## src/hmr_pkg.sv

```systemverilog
// Shared constants and types for the haptic mode and real-time input block.
// Assumes a single 20 MHz system clock and the serial register bus on two pins.
package hmr_pkg;

  ////////////////////////////////////////////////////////////////////////////
  // Register map
  localparam logic [7:0] REG_MODE = 8'h01;
  localparam logic [7:0] REG_RTP = 8'h02;
  localparam logic [7:0] RTP_RST = 8'h00;
  localparam logic [7:0] RD_UNMAPPED = 8'h00;
  localparam logic [2:0] RESV_ZERO = 3'h0;
  localparam logic [7:0] PTR_STEP = 8'h01;

  ////////////////////////////////////////////////////////////////////////////
  // Drive and soft reset
  localparam logic [7:0] SIGN_FLIP = 8'h80;
  localparam logic [7:0] LEVEL_IDLE = 8'h00;
  localparam int SRST_W = 3;
  localparam logic [SRST_W-1:0] SRST_CYCLES = 3'h4;
  localparam logic [SRST_W-1:0] SRST_LAST = 3'h1;
  localparam logic [SRST_W-1:0] SRST_IDLE = 3'h0;

  ////////////////////////////////////////////////////////////////////////////
  // Serial bus
  localparam logic [3:0] BITS_PER_BYTE = 4'h8;
  localparam logic [3:0] CNT_ZERO = 4'h0;
  localparam logic [3:0] CNT_STEP = 4'h1;
  localparam logic [6:0] DEV_ADDR_DFLT = 7'h2a; // Arbitrary value

  typedef enum logic [2:0] {
    HMR_MODE_INTERNAL = 3'h0,
    HMR_MODE_EDGE = 3'h1,
    HMR_MODE_LEVEL = 3'h2,
    HMR_MODE_PWM_ANALOG = 3'h3,
    HMR_MODE_AUDIO = 3'h4,
    HMR_MODE_REALTIME = 3'h5,
    HMR_MODE_DIAG = 3'h6,
    HMR_MODE_AUTOCAL = 3'h7
  } hmr_mode_t;

  typedef struct packed {
    logic soft_device_reset;
    logic standby;
    logic [2:0] resv;
    hmr_mode_t mode;
  } hmr_mode_reg_t;

  localparam hmr_mode_reg_t MODE_REG_RST = '{soft_device_reset: 1'b0, standby: 1'b1,
                                             resv: RESV_ZERO, mode: HMR_MODE_INTERNAL};

  typedef enum logic [3:0] {
    HMR_BUS_IDLE, HMR_BUS_ADDR, HMR_BUS_ACK_ADDR, HMR_BUS_REG, HMR_BUS_ACK_REG,
    HMR_BUS_WDATA, HMR_BUS_ACK_W, HMR_BUS_RDATA, HMR_BUS_RACK
  } hmr_bus_st_t;

  typedef struct packed {
    logic scl;
    logic sda;
    logic trig;
  } hmr_pins_t;

  localparam hmr_pins_t PINS_RST = '{scl: 1'b1, sda: 1'b1, trig: 1'b0};

  typedef struct packed {
    hmr_bus_st_t st;
    logic [3:0] cnt;
    logic [7:0] shreg;
    logic [7:0] tx;
    logic [7:0] ptr;
    logic rw;
    logic sda_oe;
    hmr_pins_t prev;
    hmr_mode_reg_t mode_reg;
    logic [7:0] realtime_playback;
    logic [SRST_W-1:0] srst_cnt;
    logic go;
    logic cancel;
    logic fail;
    logic [7:0] level;
  } hmr_state_t;

  localparam hmr_state_t STATE_RST = '{st: HMR_BUS_IDLE, cnt: CNT_ZERO, shreg: RD_UNMAPPED,
                                       tx: RD_UNMAPPED, ptr: RD_UNMAPPED, rw: 1'b0,
                                       sda_oe: 1'b0, prev: PINS_RST, mode_reg: MODE_REG_RST,
                                       realtime_playback: RTP_RST, srst_cnt: SRST_IDLE, go: 1'b0,
                                       cancel: 1'b0, fail: 1'b0, level: LEVEL_IDLE};

endpackage

```

## src/hmr_sync.sv

```systemverilog
// Two-stage synchroniser for a group of pins.
// Assumes inputs asynchronous to clk_i; reset value chosen per instance.
`timescale 1ns/1ps
module hmr_sync #(
  parameter int W = 1,
  parameter logic [W-1:0] RST_VAL = '0
) (
  // Clock and reset
  input wire logic clk_i,
  input wire logic rstn_i,
  // Data
  input wire logic [W-1:0] d_i,
  output logic [W-1:0] q_o
);

  typedef struct packed {
    logic [W-1:0] meta;
    logic [W-1:0] sync;
  } hmr_sync_st_t;

  hmr_sync_st_t st_ff;
  hmr_sync_st_t nxt_st;

  ////////////////////////////////////////////////////////////////////////////
  // Two flops, first read only by the second
  always_comb begin
    nxt_st.meta = d_i;
    nxt_st.sync = st_ff.meta;
  end

  always_ff @(posedge clk_i) begin
    if (!rstn_i) begin
      st_ff <= '{meta: RST_VAL, sync: RST_VAL};
    end else begin
      st_ff <= nxt_st;
    end
  end

  assign q_o = st_ff.sync;

endmodule // hmr_sync

```

## src/hmr_mode_ctrl.sv

```systemverilog
// Mode and real-time input registers with their serial register bus slave.
// Assumes the go set strobe, playback engine and format bits live elsewhere on SYS_CLK_I.
//
// Contract
// - Writing one to mode bit 7 starts a full internal soft reset.
// - Soft reset aborts playback at once and restores every register default.
// - Soft reset bit clears itself when the reset finishes; reads then give zero.
// - Standby bit 6 resets to one; clearing it makes the device ready.
// - Mode 0: playback starts only when software sets the go bit.
// - Mode 1: a rising trigger edge while go is clear sets the go bit.
// - Mode 1: rising edge while go is set cancels the waveform.
// - Mode 2: go follows trigger; rise sets it, fall cancels.
// - Mode 2: an edge matching the current go state changes nothing.
// - Mode 3: trigger pin is the drive source, actuator driven throughout.
// - Mode 3: analog select bit picks pulse-width or analog treatment.
// - Mode 5: actuator driven continuously from the real-time value.
// - Mode 6: host sets go; device clears it at end, stores fail flag.
// - Mode 7: host loads parameters, sets go; device clears go when done.
// - Real-time value is 8 bits, driven to the load only in mode 5.
// - Host rewrites of the real-time value apply as they arrive.
// - Real-time value is signed unless the format bit selects unsigned.
`timescale 1ns/1ps
module hmr_mode_ctrl #(
  parameter logic [6:0] DEV_ADDR = hmr_pkg::DEV_ADDR_DFLT
) (
  // Clock and reset
  input wire logic SYS_CLK_I,
  input wire logic RSTN_I,
  // Serial register bus pins
  input wire logic SCL_I,
  input wire logic SDA_I,
  output logic SDA_O,
  output logic SDA_OE_O,
  // Trigger pin
  input wire logic TRIG_I,
  // Neighbouring registers and playback engine
  input wire logic GO_SET_I,
  input wire logic ENGINE_DONE_I,
  input wire logic ENGINE_FAIL_I,
  input wire logic ANALOG_SEL_I,
  input wire logic UNSIGNED_FMT_I,
  // Mode state
  output logic [2:0] MODE_O,
  output logic STANDBY_O,
  output logic SOFT_RESET_O,
  output logic GO_O,
  output logic CANCEL_O,
  output logic ROUTINE_FAIL_O,
  // Drive control
  output logic CONT_DRIVE_O,
  output logic PIN_SOURCE_O,
  output logic SRC_ANALOG_O,
  output logic RT_DRIVE_O,
  output logic [7:0] DRIVE_LEVEL_O
);

  hmr_pkg::hmr_state_t st_ff;
  hmr_pkg::hmr_state_t nxt_st;
  hmr_pkg::hmr_pins_t pins;
  hmr_pkg::hmr_mode_reg_t wr_mode;
  logic scl_rise;
  logic scl_fall;
  logic bus_start;
  logic bus_stop;
  logic trig_rise;
  logic trig_fall;
  logic wr_stb;
  logic srst_req;
  logic busy;
  logic go_set;
  logic go_clr;
  logic rt_en;
  logic cont_en;

  ////////////////////////////////////////////////////////////////////////////
  // Pin synchronisers
  hmr_sync #(
    .W(3),
    .RST_VAL(hmr_pkg::PINS_RST)
  ) u_pin_sync (
    .clk_i(SYS_CLK_I),
    .rstn_i(RSTN_I),
    .d_i({SCL_I, SDA_I, TRIG_I}),
    .q_o(pins)
  );

  assign scl_rise = pins.scl & ~st_ff.prev.scl;
  assign scl_fall = ~pins.scl & st_ff.prev.scl;
  assign bus_start = pins.scl & st_ff.prev.scl & st_ff.prev.sda & ~pins.sda;
  assign bus_stop = pins.scl & st_ff.prev.scl & ~st_ff.prev.sda & pins.sda;
  assign trig_rise = pins.trig & ~st_ff.prev.trig;
  assign trig_fall = ~pins.trig & st_ff.prev.trig;
  assign busy = st_ff.mode_reg.soft_device_reset;

  function automatic logic [7:0] rd_mux(input hmr_pkg::hmr_state_t s, input logic [7:0] a);
    logic [7:0] d;
    d = hmr_pkg::RD_UNMAPPED;
    if (a == hmr_pkg::REG_MODE) begin
      d = s.mode_reg;
    end else if (a == hmr_pkg::REG_RTP) begin
      d = s.realtime_playback;
    end
    return d;
  endfunction

  ////////////////////////////////////////////////////////////////////////////
  // Next state
  always_comb begin
    nxt_st = st_ff;
    wr_stb = 1'b0;
    go_set = 1'b0;
    go_clr = 1'b0;
    nxt_st.cancel = 1'b0;
    nxt_st.prev = pins;
    wr_mode = hmr_pkg::hmr_mode_reg_t'(st_ff.shreg);

    // Bus slave
    if (bus_start) begin
      nxt_st.st = hmr_pkg::HMR_BUS_ADDR;
      nxt_st.cnt = hmr_pkg::CNT_ZERO;
    end else if (bus_stop) begin
      nxt_st.st = hmr_pkg::HMR_BUS_IDLE;
    end else if (scl_rise) begin
      case (st_ff.st)
        hmr_pkg::HMR_BUS_ADDR, hmr_pkg::HMR_BUS_REG, hmr_pkg::HMR_BUS_WDATA: begin
          nxt_st.shreg = {st_ff.shreg[6:0], pins.sda};
          nxt_st.cnt = 4'(st_ff.cnt + hmr_pkg::CNT_STEP);
        end
        hmr_pkg::HMR_BUS_RDATA: begin
          nxt_st.cnt = 4'(st_ff.cnt + hmr_pkg::CNT_STEP);
        end
        hmr_pkg::HMR_BUS_RACK: begin
          if (pins.sda) begin
            nxt_st.st = hmr_pkg::HMR_BUS_IDLE;
          end
        end
        default: begin
        end
      endcase
    end else if (scl_fall) begin
      case (st_ff.st)
        hmr_pkg::HMR_BUS_ADDR: begin
          if (st_ff.cnt == hmr_pkg::BITS_PER_BYTE) begin
            nxt_st.cnt = hmr_pkg::CNT_ZERO;
            nxt_st.rw = st_ff.shreg[0];
            nxt_st.st = (st_ff.shreg[7:1] == DEV_ADDR) ? hmr_pkg::HMR_BUS_ACK_ADDR : hmr_pkg::HMR_BUS_IDLE;
          end
        end
        hmr_pkg::HMR_BUS_ACK_ADDR: begin
          if (st_ff.rw) begin
            nxt_st.st = hmr_pkg::HMR_BUS_RDATA;
            nxt_st.tx = rd_mux(st_ff, st_ff.ptr);
          end else begin
            nxt_st.st = hmr_pkg::HMR_BUS_REG;
          end
        end
        hmr_pkg::HMR_BUS_REG: begin
          if (st_ff.cnt == hmr_pkg::BITS_PER_BYTE) begin
            nxt_st.cnt = hmr_pkg::CNT_ZERO;
            nxt_st.ptr = st_ff.shreg;
            nxt_st.st = hmr_pkg::HMR_BUS_ACK_REG;
          end
        end
        hmr_pkg::HMR_BUS_ACK_REG: begin
          nxt_st.st = hmr_pkg::HMR_BUS_WDATA;
        end
        hmr_pkg::HMR_BUS_WDATA: begin
          if (st_ff.cnt == hmr_pkg::BITS_PER_BYTE) begin
            nxt_st.cnt = hmr_pkg::CNT_ZERO;
            wr_stb = 1'b1;
            nxt_st.st = hmr_pkg::HMR_BUS_ACK_W;
          end
        end
        hmr_pkg::HMR_BUS_ACK_W: begin
          nxt_st.ptr = 8'(st_ff.ptr + hmr_pkg::PTR_STEP);
          nxt_st.st = hmr_pkg::HMR_BUS_WDATA;
        end
        hmr_pkg::HMR_BUS_RDATA: begin
          if (st_ff.cnt == hmr_pkg::BITS_PER_BYTE) begin
            nxt_st.cnt = hmr_pkg::CNT_ZERO;
            nxt_st.st = hmr_pkg::HMR_BUS_RACK;
          end else begin
            nxt_st.tx = {st_ff.tx[6:0], 1'b0};
          end
        end
        hmr_pkg::HMR_BUS_RACK: begin
          nxt_st.ptr = 8'(st_ff.ptr + hmr_pkg::PTR_STEP);
          nxt_st.tx = rd_mux(st_ff, 8'(st_ff.ptr + hmr_pkg::PTR_STEP));
          nxt_st.st = hmr_pkg::HMR_BUS_RDATA;
        end
        default: begin
        end
      endcase
    end
    nxt_st.sda_oe = (nxt_st.st == hmr_pkg::HMR_BUS_ACK_ADDR) || (nxt_st.st == hmr_pkg::HMR_BUS_ACK_REG) ||
                    (nxt_st.st == hmr_pkg::HMR_BUS_ACK_W) ||
                    ((nxt_st.st == hmr_pkg::HMR_BUS_RDATA) && !nxt_st.tx[7]);

    // Register writes and soft reset
    srst_req = wr_stb && (st_ff.ptr == hmr_pkg::REG_MODE) && wr_mode.soft_device_reset;
    if (srst_req) begin
      nxt_st.mode_reg = hmr_pkg::MODE_REG_RST;
      nxt_st.mode_reg.soft_device_reset = 1'b1;
      nxt_st.realtime_playback = hmr_pkg::RTP_RST;
      nxt_st.go = 1'b0;
      nxt_st.cancel = st_ff.go;
      nxt_st.fail = 1'b0;
      nxt_st.srst_cnt = hmr_pkg::SRST_CYCLES;
    end else if (busy) begin
      nxt_st.srst_cnt = SRST_W_DEC(st_ff.srst_cnt);
      if (st_ff.srst_cnt == hmr_pkg::SRST_LAST) begin
        nxt_st.mode_reg.soft_device_reset = 1'b0;
      end
    end else begin
      if (wr_stb && (st_ff.ptr == hmr_pkg::REG_MODE)) begin
        nxt_st.mode_reg.standby = wr_mode.standby;
        nxt_st.mode_reg.resv = hmr_pkg::RESV_ZERO;
        nxt_st.mode_reg.mode = wr_mode.mode;
      end
      if (wr_stb && (st_ff.ptr == hmr_pkg::REG_RTP)) begin
        nxt_st.realtime_playback = st_ff.shreg;
      end

      // Go bit
      case (st_ff.mode_reg.mode)
        hmr_pkg::HMR_MODE_INTERNAL, hmr_pkg::HMR_MODE_DIAG, hmr_pkg::HMR_MODE_AUTOCAL: begin
          go_set = GO_SET_I;
        end
        hmr_pkg::HMR_MODE_EDGE: begin
          if (trig_rise && st_ff.go) begin
            go_clr = 1'b1;
            nxt_st.cancel = 1'b1;
          end else if (trig_rise) begin
            go_set = 1'b1;
          end
        end
        hmr_pkg::HMR_MODE_LEVEL: begin
          if (trig_rise && !st_ff.go) begin
            go_set = 1'b1;
          end
          if (trig_fall && st_ff.go) begin
            go_clr = 1'b1;
            nxt_st.cancel = 1'b1;
          end
        end
        default: begin
        end
      endcase
      if (ENGINE_DONE_I && st_ff.go && ((st_ff.mode_reg.mode == hmr_pkg::HMR_MODE_DIAG) ||
                                        (st_ff.mode_reg.mode == hmr_pkg::HMR_MODE_AUTOCAL))) begin
        nxt_st.fail = ENGINE_FAIL_I;
      end
      nxt_st.go = go_set | (st_ff.go & ~go_clr & ~ENGINE_DONE_I);
    end

    // Drive level, offset binary at the load
    if (rt_en) begin
      nxt_st.level = UNSIGNED_FMT_I ? st_ff.realtime_playback : (st_ff.realtime_playback ^ hmr_pkg::SIGN_FLIP);
    end else begin
      nxt_st.level = hmr_pkg::LEVEL_IDLE;
    end
  end

  function automatic logic [hmr_pkg::SRST_W-1:0] SRST_W_DEC(input logic [hmr_pkg::SRST_W-1:0] c);
    return (c == hmr_pkg::SRST_IDLE) ? hmr_pkg::SRST_IDLE : hmr_pkg::SRST_W'(c - hmr_pkg::SRST_LAST);
  endfunction

  always_ff @(posedge SYS_CLK_I) begin
    if (!RSTN_I) begin
      st_ff <= hmr_pkg::STATE_RST;
    end else begin
      st_ff <= nxt_st;
    end
  end

  ////////////////////////////////////////////////////////////////////////////
  // Outputs
  assign rt_en = !busy && !st_ff.mode_reg.standby && (st_ff.mode_reg.mode == hmr_pkg::HMR_MODE_REALTIME);
  assign cont_en = !busy && !st_ff.mode_reg.standby &&
                   ((st_ff.mode_reg.mode == hmr_pkg::HMR_MODE_PWM_ANALOG) ||
                    (st_ff.mode_reg.mode == hmr_pkg::HMR_MODE_AUDIO) ||
                    (st_ff.mode_reg.mode == hmr_pkg::HMR_MODE_REALTIME));

  assign SDA_O = 1'b0;
  assign SDA_OE_O = st_ff.sda_oe;
  assign MODE_O = st_ff.mode_reg.mode;
  assign STANDBY_O = st_ff.mode_reg.standby;
  assign SOFT_RESET_O = busy;
  assign GO_O = st_ff.go;
  assign CANCEL_O = st_ff.cancel;
  assign ROUTINE_FAIL_O = st_ff.fail;
  assign CONT_DRIVE_O = cont_en;
  assign PIN_SOURCE_O = cont_en && (st_ff.mode_reg.mode != hmr_pkg::HMR_MODE_REALTIME);
  assign SRC_ANALOG_O = ANALOG_SEL_I;
  assign RT_DRIVE_O = rt_en;
  assign DRIVE_LEVEL_O = st_ff.level;

  localparam int SRST_WAIT = 4;
endmodule // hmr_mode_ctrl

```

## config.mk

```make
export PLATFORM = sky130hd
export DESIGN_NAME = hmr_mode_ctrl
export DESIGN_NICKNAME = d
export VERILOG_FILES = /design/src/hmr_pkg.sv /design/src/hmr_sync.sv /design/src/hmr_mode_ctrl.sv
export SDC_FILE = /design/constraint.sdc
export NUM_CORES = 1
export LEC_CHECK = 0
export BUFFER_PORTS_ARGS = -buffer_cell sky130_fd_sc_hd__buf_2
export CORE_ASPECT_RATIO = 0.8
export CORE_MARGIN = 4
export CORE_UTILIZATION = 54
export CTS_BUF_LIST = sky130_fd_sc_hd__clkbuf_16
export CTS_CLUSTER_DIAMETER = 40
export CTS_CLUSTER_SIZE = 40
export DETAILED_ROUTE_END_ITERATION = 16
export HOLD_SLACK_MARGIN = 0.12
export PLACE_DENSITY = 0.76
export SLEW_MARGIN = 40
export SYNTH_ARGS = -nofsm -noshare
export SYNTH_HDL_FRONTEND = slang
export SYNTH_HIERARCHICAL = 1
export SYNTH_SLANG_ARGS = --single-unit
```

## constraint.sdc

```tcl
create_clock -name SYS_CLK_I -period 1.8 [get_ports SYS_CLK_I]
set_input_delay 0 -clock SYS_CLK_I [delete_from_list [all_inputs] [get_ports SYS_CLK_I]]
set_output_delay 0 -clock SYS_CLK_I [all_outputs]
set_load 0.005 [all_outputs]
```

==> results.json <==
{
  "slowest_delay_ps": 370,
  "grt_pass1_wl_microns": 16800,
  "ctsHtreeMaxLevel": 3,
  "clk_pin_slew_worst_paths_ps": 60,
  "ant_nets": 0,
  "multi_input_area_sq_um": 2270,
  "worstPathCellList": "buf_8, and3b_2, nand4_1, buf_4, o32ai_4, nand2_1, a31oi_1",
  "crit_slowest_cell": "dfxtp_4",
  "die_area_sq_um": 8260,
  "syn_nets": 456,
  "fin_crit_sh_pct": 105,
  "gr-total-overflow": 0,
  "dr.pass1.iters": 5,
  "area_growth_pct": 36.5,
  "power_w": 0.00357,
  "critPathTopFamily": "compound AO/OA/AOI/OAI gates",
  "rsz0062_at_grt": "yes",
  "p_seq_share_pct": 43.8,
  "hpwlAfterDp_microns": 6940,
  "p_comb_share_pct": 3.4,
  "wl_per_cell_microns": 17.5,
  "vias": 3577,
  "cts_made_buffers": 9,
  "power.leakage_nw": 1.99,
  "routabilityCongestion": 0.872,
  "fillers": 424,
  "first_global_vias": 3473,
  "switching_share_pct": 21.2,
  "final_common_cell": "buf_4",
  "postPlaceCellArea_sq_um": 4280,
  "die_width_microns": 101,
  "worstSkewPairLatency_ps": 340,
  "antenna_cells": 0,
  "crit_required_ps": 2060,
  "synth.avg_cell_area_sq_um": 8.48,
  "fin_nets": 546,
  "yosysWarnings": 6,
  "die_h_microns": 82.1,
  "tritoncts": "built",
  "fmax_mhz": 531,
  "finalHoldViolations": 0,
  "ir_worst_vdd_v": 0.000566,
  "setup_tns_ps": -333,
  "grt_usage_pct": 26.7,
  "worstSetupStartpointType": "register",
  "antenna_found_initial": 0,
  "crit_arrival_ps": 2140,
  "synthCells": 437,
  "initial_core_util_pct": 56.7,
  "final_cell_mix": "buf_4 (68), dfxtp_1 (59), nand2_1 (37), nor2_1 (35), a21oi_1 (32)",
  "drt-initial-drc-count": 265,
  "status": "finished, violations left",
  "crit_type": "register to register",
  "relSlewSlack_pct": 62.7,
  "cts_root_buf": "clkbuf_16",
  "finalSetupViolCount": 11,
  "switchingPower_w": 0.000758,
  "ys_seq_elements": 70,
  "p_clk_share_pct": 52.8,
  "min_period_ps": 1880,
  "path_buf_inv": 2,
  "setup.worst_path.end_class": "register",
  "ys_seq_area_share_pct": 37.8,
  "rows": 26,
  "min_path_type": "input port to register",
  "drv_cap": 0,
  "final_cell_area_sq_um": 5060,
  "critPathMaxFanout": 9,
  "yosysUniqueCellTypes": 63,
  "ctsLongestPathBuffers": 2,
  "finClkSkew_ps": 5.17,
  "clock-sinks": 70,
  "wl_microns": 10800,
  "drive_above_1_share_pct": 35.3,
  "p_per_area_nw_per_um2": 706,
  "setup_ws_ps": -81.6,
  "grt_max_degree": 24,
  "drc": 0,
  "synthFlopType": "dfxtp_1",
  "synth-edff-count": 0,
  "cell_internal_pwr_w": 0.00281,
  "drt-vias-per-instance": 5.81,
  "io_buffers": 28,
  "synthArstFlopShare_pct": 0,
  "io_pins": 32,
  "syn_area_sq_um": 3700,
  "final_max_slew_viol_count": 0,
  "violations": "negative setup slack",
  "seqCellArea_sq_um": 1430,
  "coreArea_sq_um": 6540,
  "worst_slew_pin_slew_ps": 558
}
power groups by stage:
stage / clock network [W] / registers [W] / logic [W]
4_1_cts: 0.00189 / 0.00157 / 0.000117
3_3_place_gp: 0 / 0.00160 / 0.0000933
2_1_floorplan: 0 / 0.00160 / 0.0000554
6_report: 0.00189 / 0.00156 / 0.000122
5_1_grt: 0.00198 / 0.00156 / 0.000133
3_5_place_dp: 0 / 0.00161 / 0.0000959
path summary, 6_finish.rpt:
path                                   startpoint                               to  slack (ps)  cells past startpoint
setup / recovery             st_ff[66]$_SDFF_PN0_           st_ff[48]$_SDFFE_PN0P_         -80                      7
hold / removal                             TRIG_I  u_pin_sync/nxt_st[0]$_SDFF_PN0_         430                      3
setup reg to reg             st_ff[66]$_SDFF_PN0_           st_ff[48]$_SDFFE_PN0P_         -80                      7
hold reg to reg   u_pin_sync/nxt_st[0]$_SDFF_PN0_     u_pin_sync/q_o[0]$_SDFF_PN0_         440                      1
through the flow:
step           setup WS (ps)  util (%)  instances  hold WS (ps)
2_1_floorplan          -23.6         -        437          73.0
3_3_place_gp            -149      65.5        578        0.0346
3_5_place_dp            -193      65.5        578        0.0346
4_1_cts                -10.9      75.4        610           397
5_1_grt                 -172      77.4        616           464
6_report               -81.6      77.4        616           435
cells by family after synthesis:
logic type	share of synthesized area, %
simple gates	28.6
compound gates	16.5
other cells	0.101
fa+ha+maj	3.04
buf+inv	7.19
flops	37.8
mux	4.59
xor+xnor	2.13
worst min-delay path, stage by stage:
cell and delay, ps:
dlygate4sd3_1 530, buf_2 90, and2_1 120
timing repair:
item | in CTS | in global routing
gates resized for setup | 43 | 36
hold endpoints to repair | 12 | 0
endpoints found under the setup margin | 23 | 29
pin swaps | 20 | 17
hold buffers | 11 | 0
cloned | 2 | 0
buffers inserted | 4 | 8
registers in the layout, summed over array words and instances (netlist names):
| name | count |
|---|---|
| STANDBY_O | 1 |
| u_pin_sync/q_o | 3 |
| st_ff | 39 |
| CANCEL_O | 1 |
| wr_mode | 8 |
| MODE_O | 3 |
| SOFT_RESET_O | 1 |
| DRIVE_LEVEL_O | 8 |
| SDA_OE_O | 1 |
| u_pin_sync/nxt_st | 3 |
| GO_O | 1 |
| ROUTINE_FAIL_O | 1 |
layer usage:
| metal | wire (microns) | share of wire (%) | up-vias | GRT usage [%] |
|---|---|---|---|---|
| li1 | - | - | 1709 | - |
| met1 | 4510 | 42 | 1682 | 32.8 |
| met2 | 5170 | 48 | 150 | 44.4 |
| met3 | 746 | 6.9 | 36 | 5.69 |
| met4 | 342 | 3.2 | 0 | 13.2 |
| met5 | 0 | 0 | - | 0 |
synth_stat cells, drive strengths merged (4+ instances only):
master	n	area share [%]
nor4	5	2.1
nor2	44	5.1
o21ai	29	4.0
and2	15	2.5
a21oi	34	4.6
nor3b	4	0.95
nor3	13	1.9
xnor2	6	1.4
nand3	19	2.8
nand2b	8	1.4
inv	15	1.5
mux2i	17	4.6
clkbuf	10	1.0
ha	9	3.0
buf	26	4.7
nand4	5	0.84
nand2	37	3.7
and3	12	2.0
dfxtp	70	38
nor2b	7	1.2
final cells by class:
cell class	instances	share of cell area, %
Multi-Input combinational cell	316	44.9
Sequential cell	70	28.3
Timing Repair Buffer	115	17.4
Clock buffer	9	4.45
Tap cell	84	2.08
Clock inverter	7	1.76
Inverter	15	1.11
No activity file was read; power rests on OpenSTA's default activity.
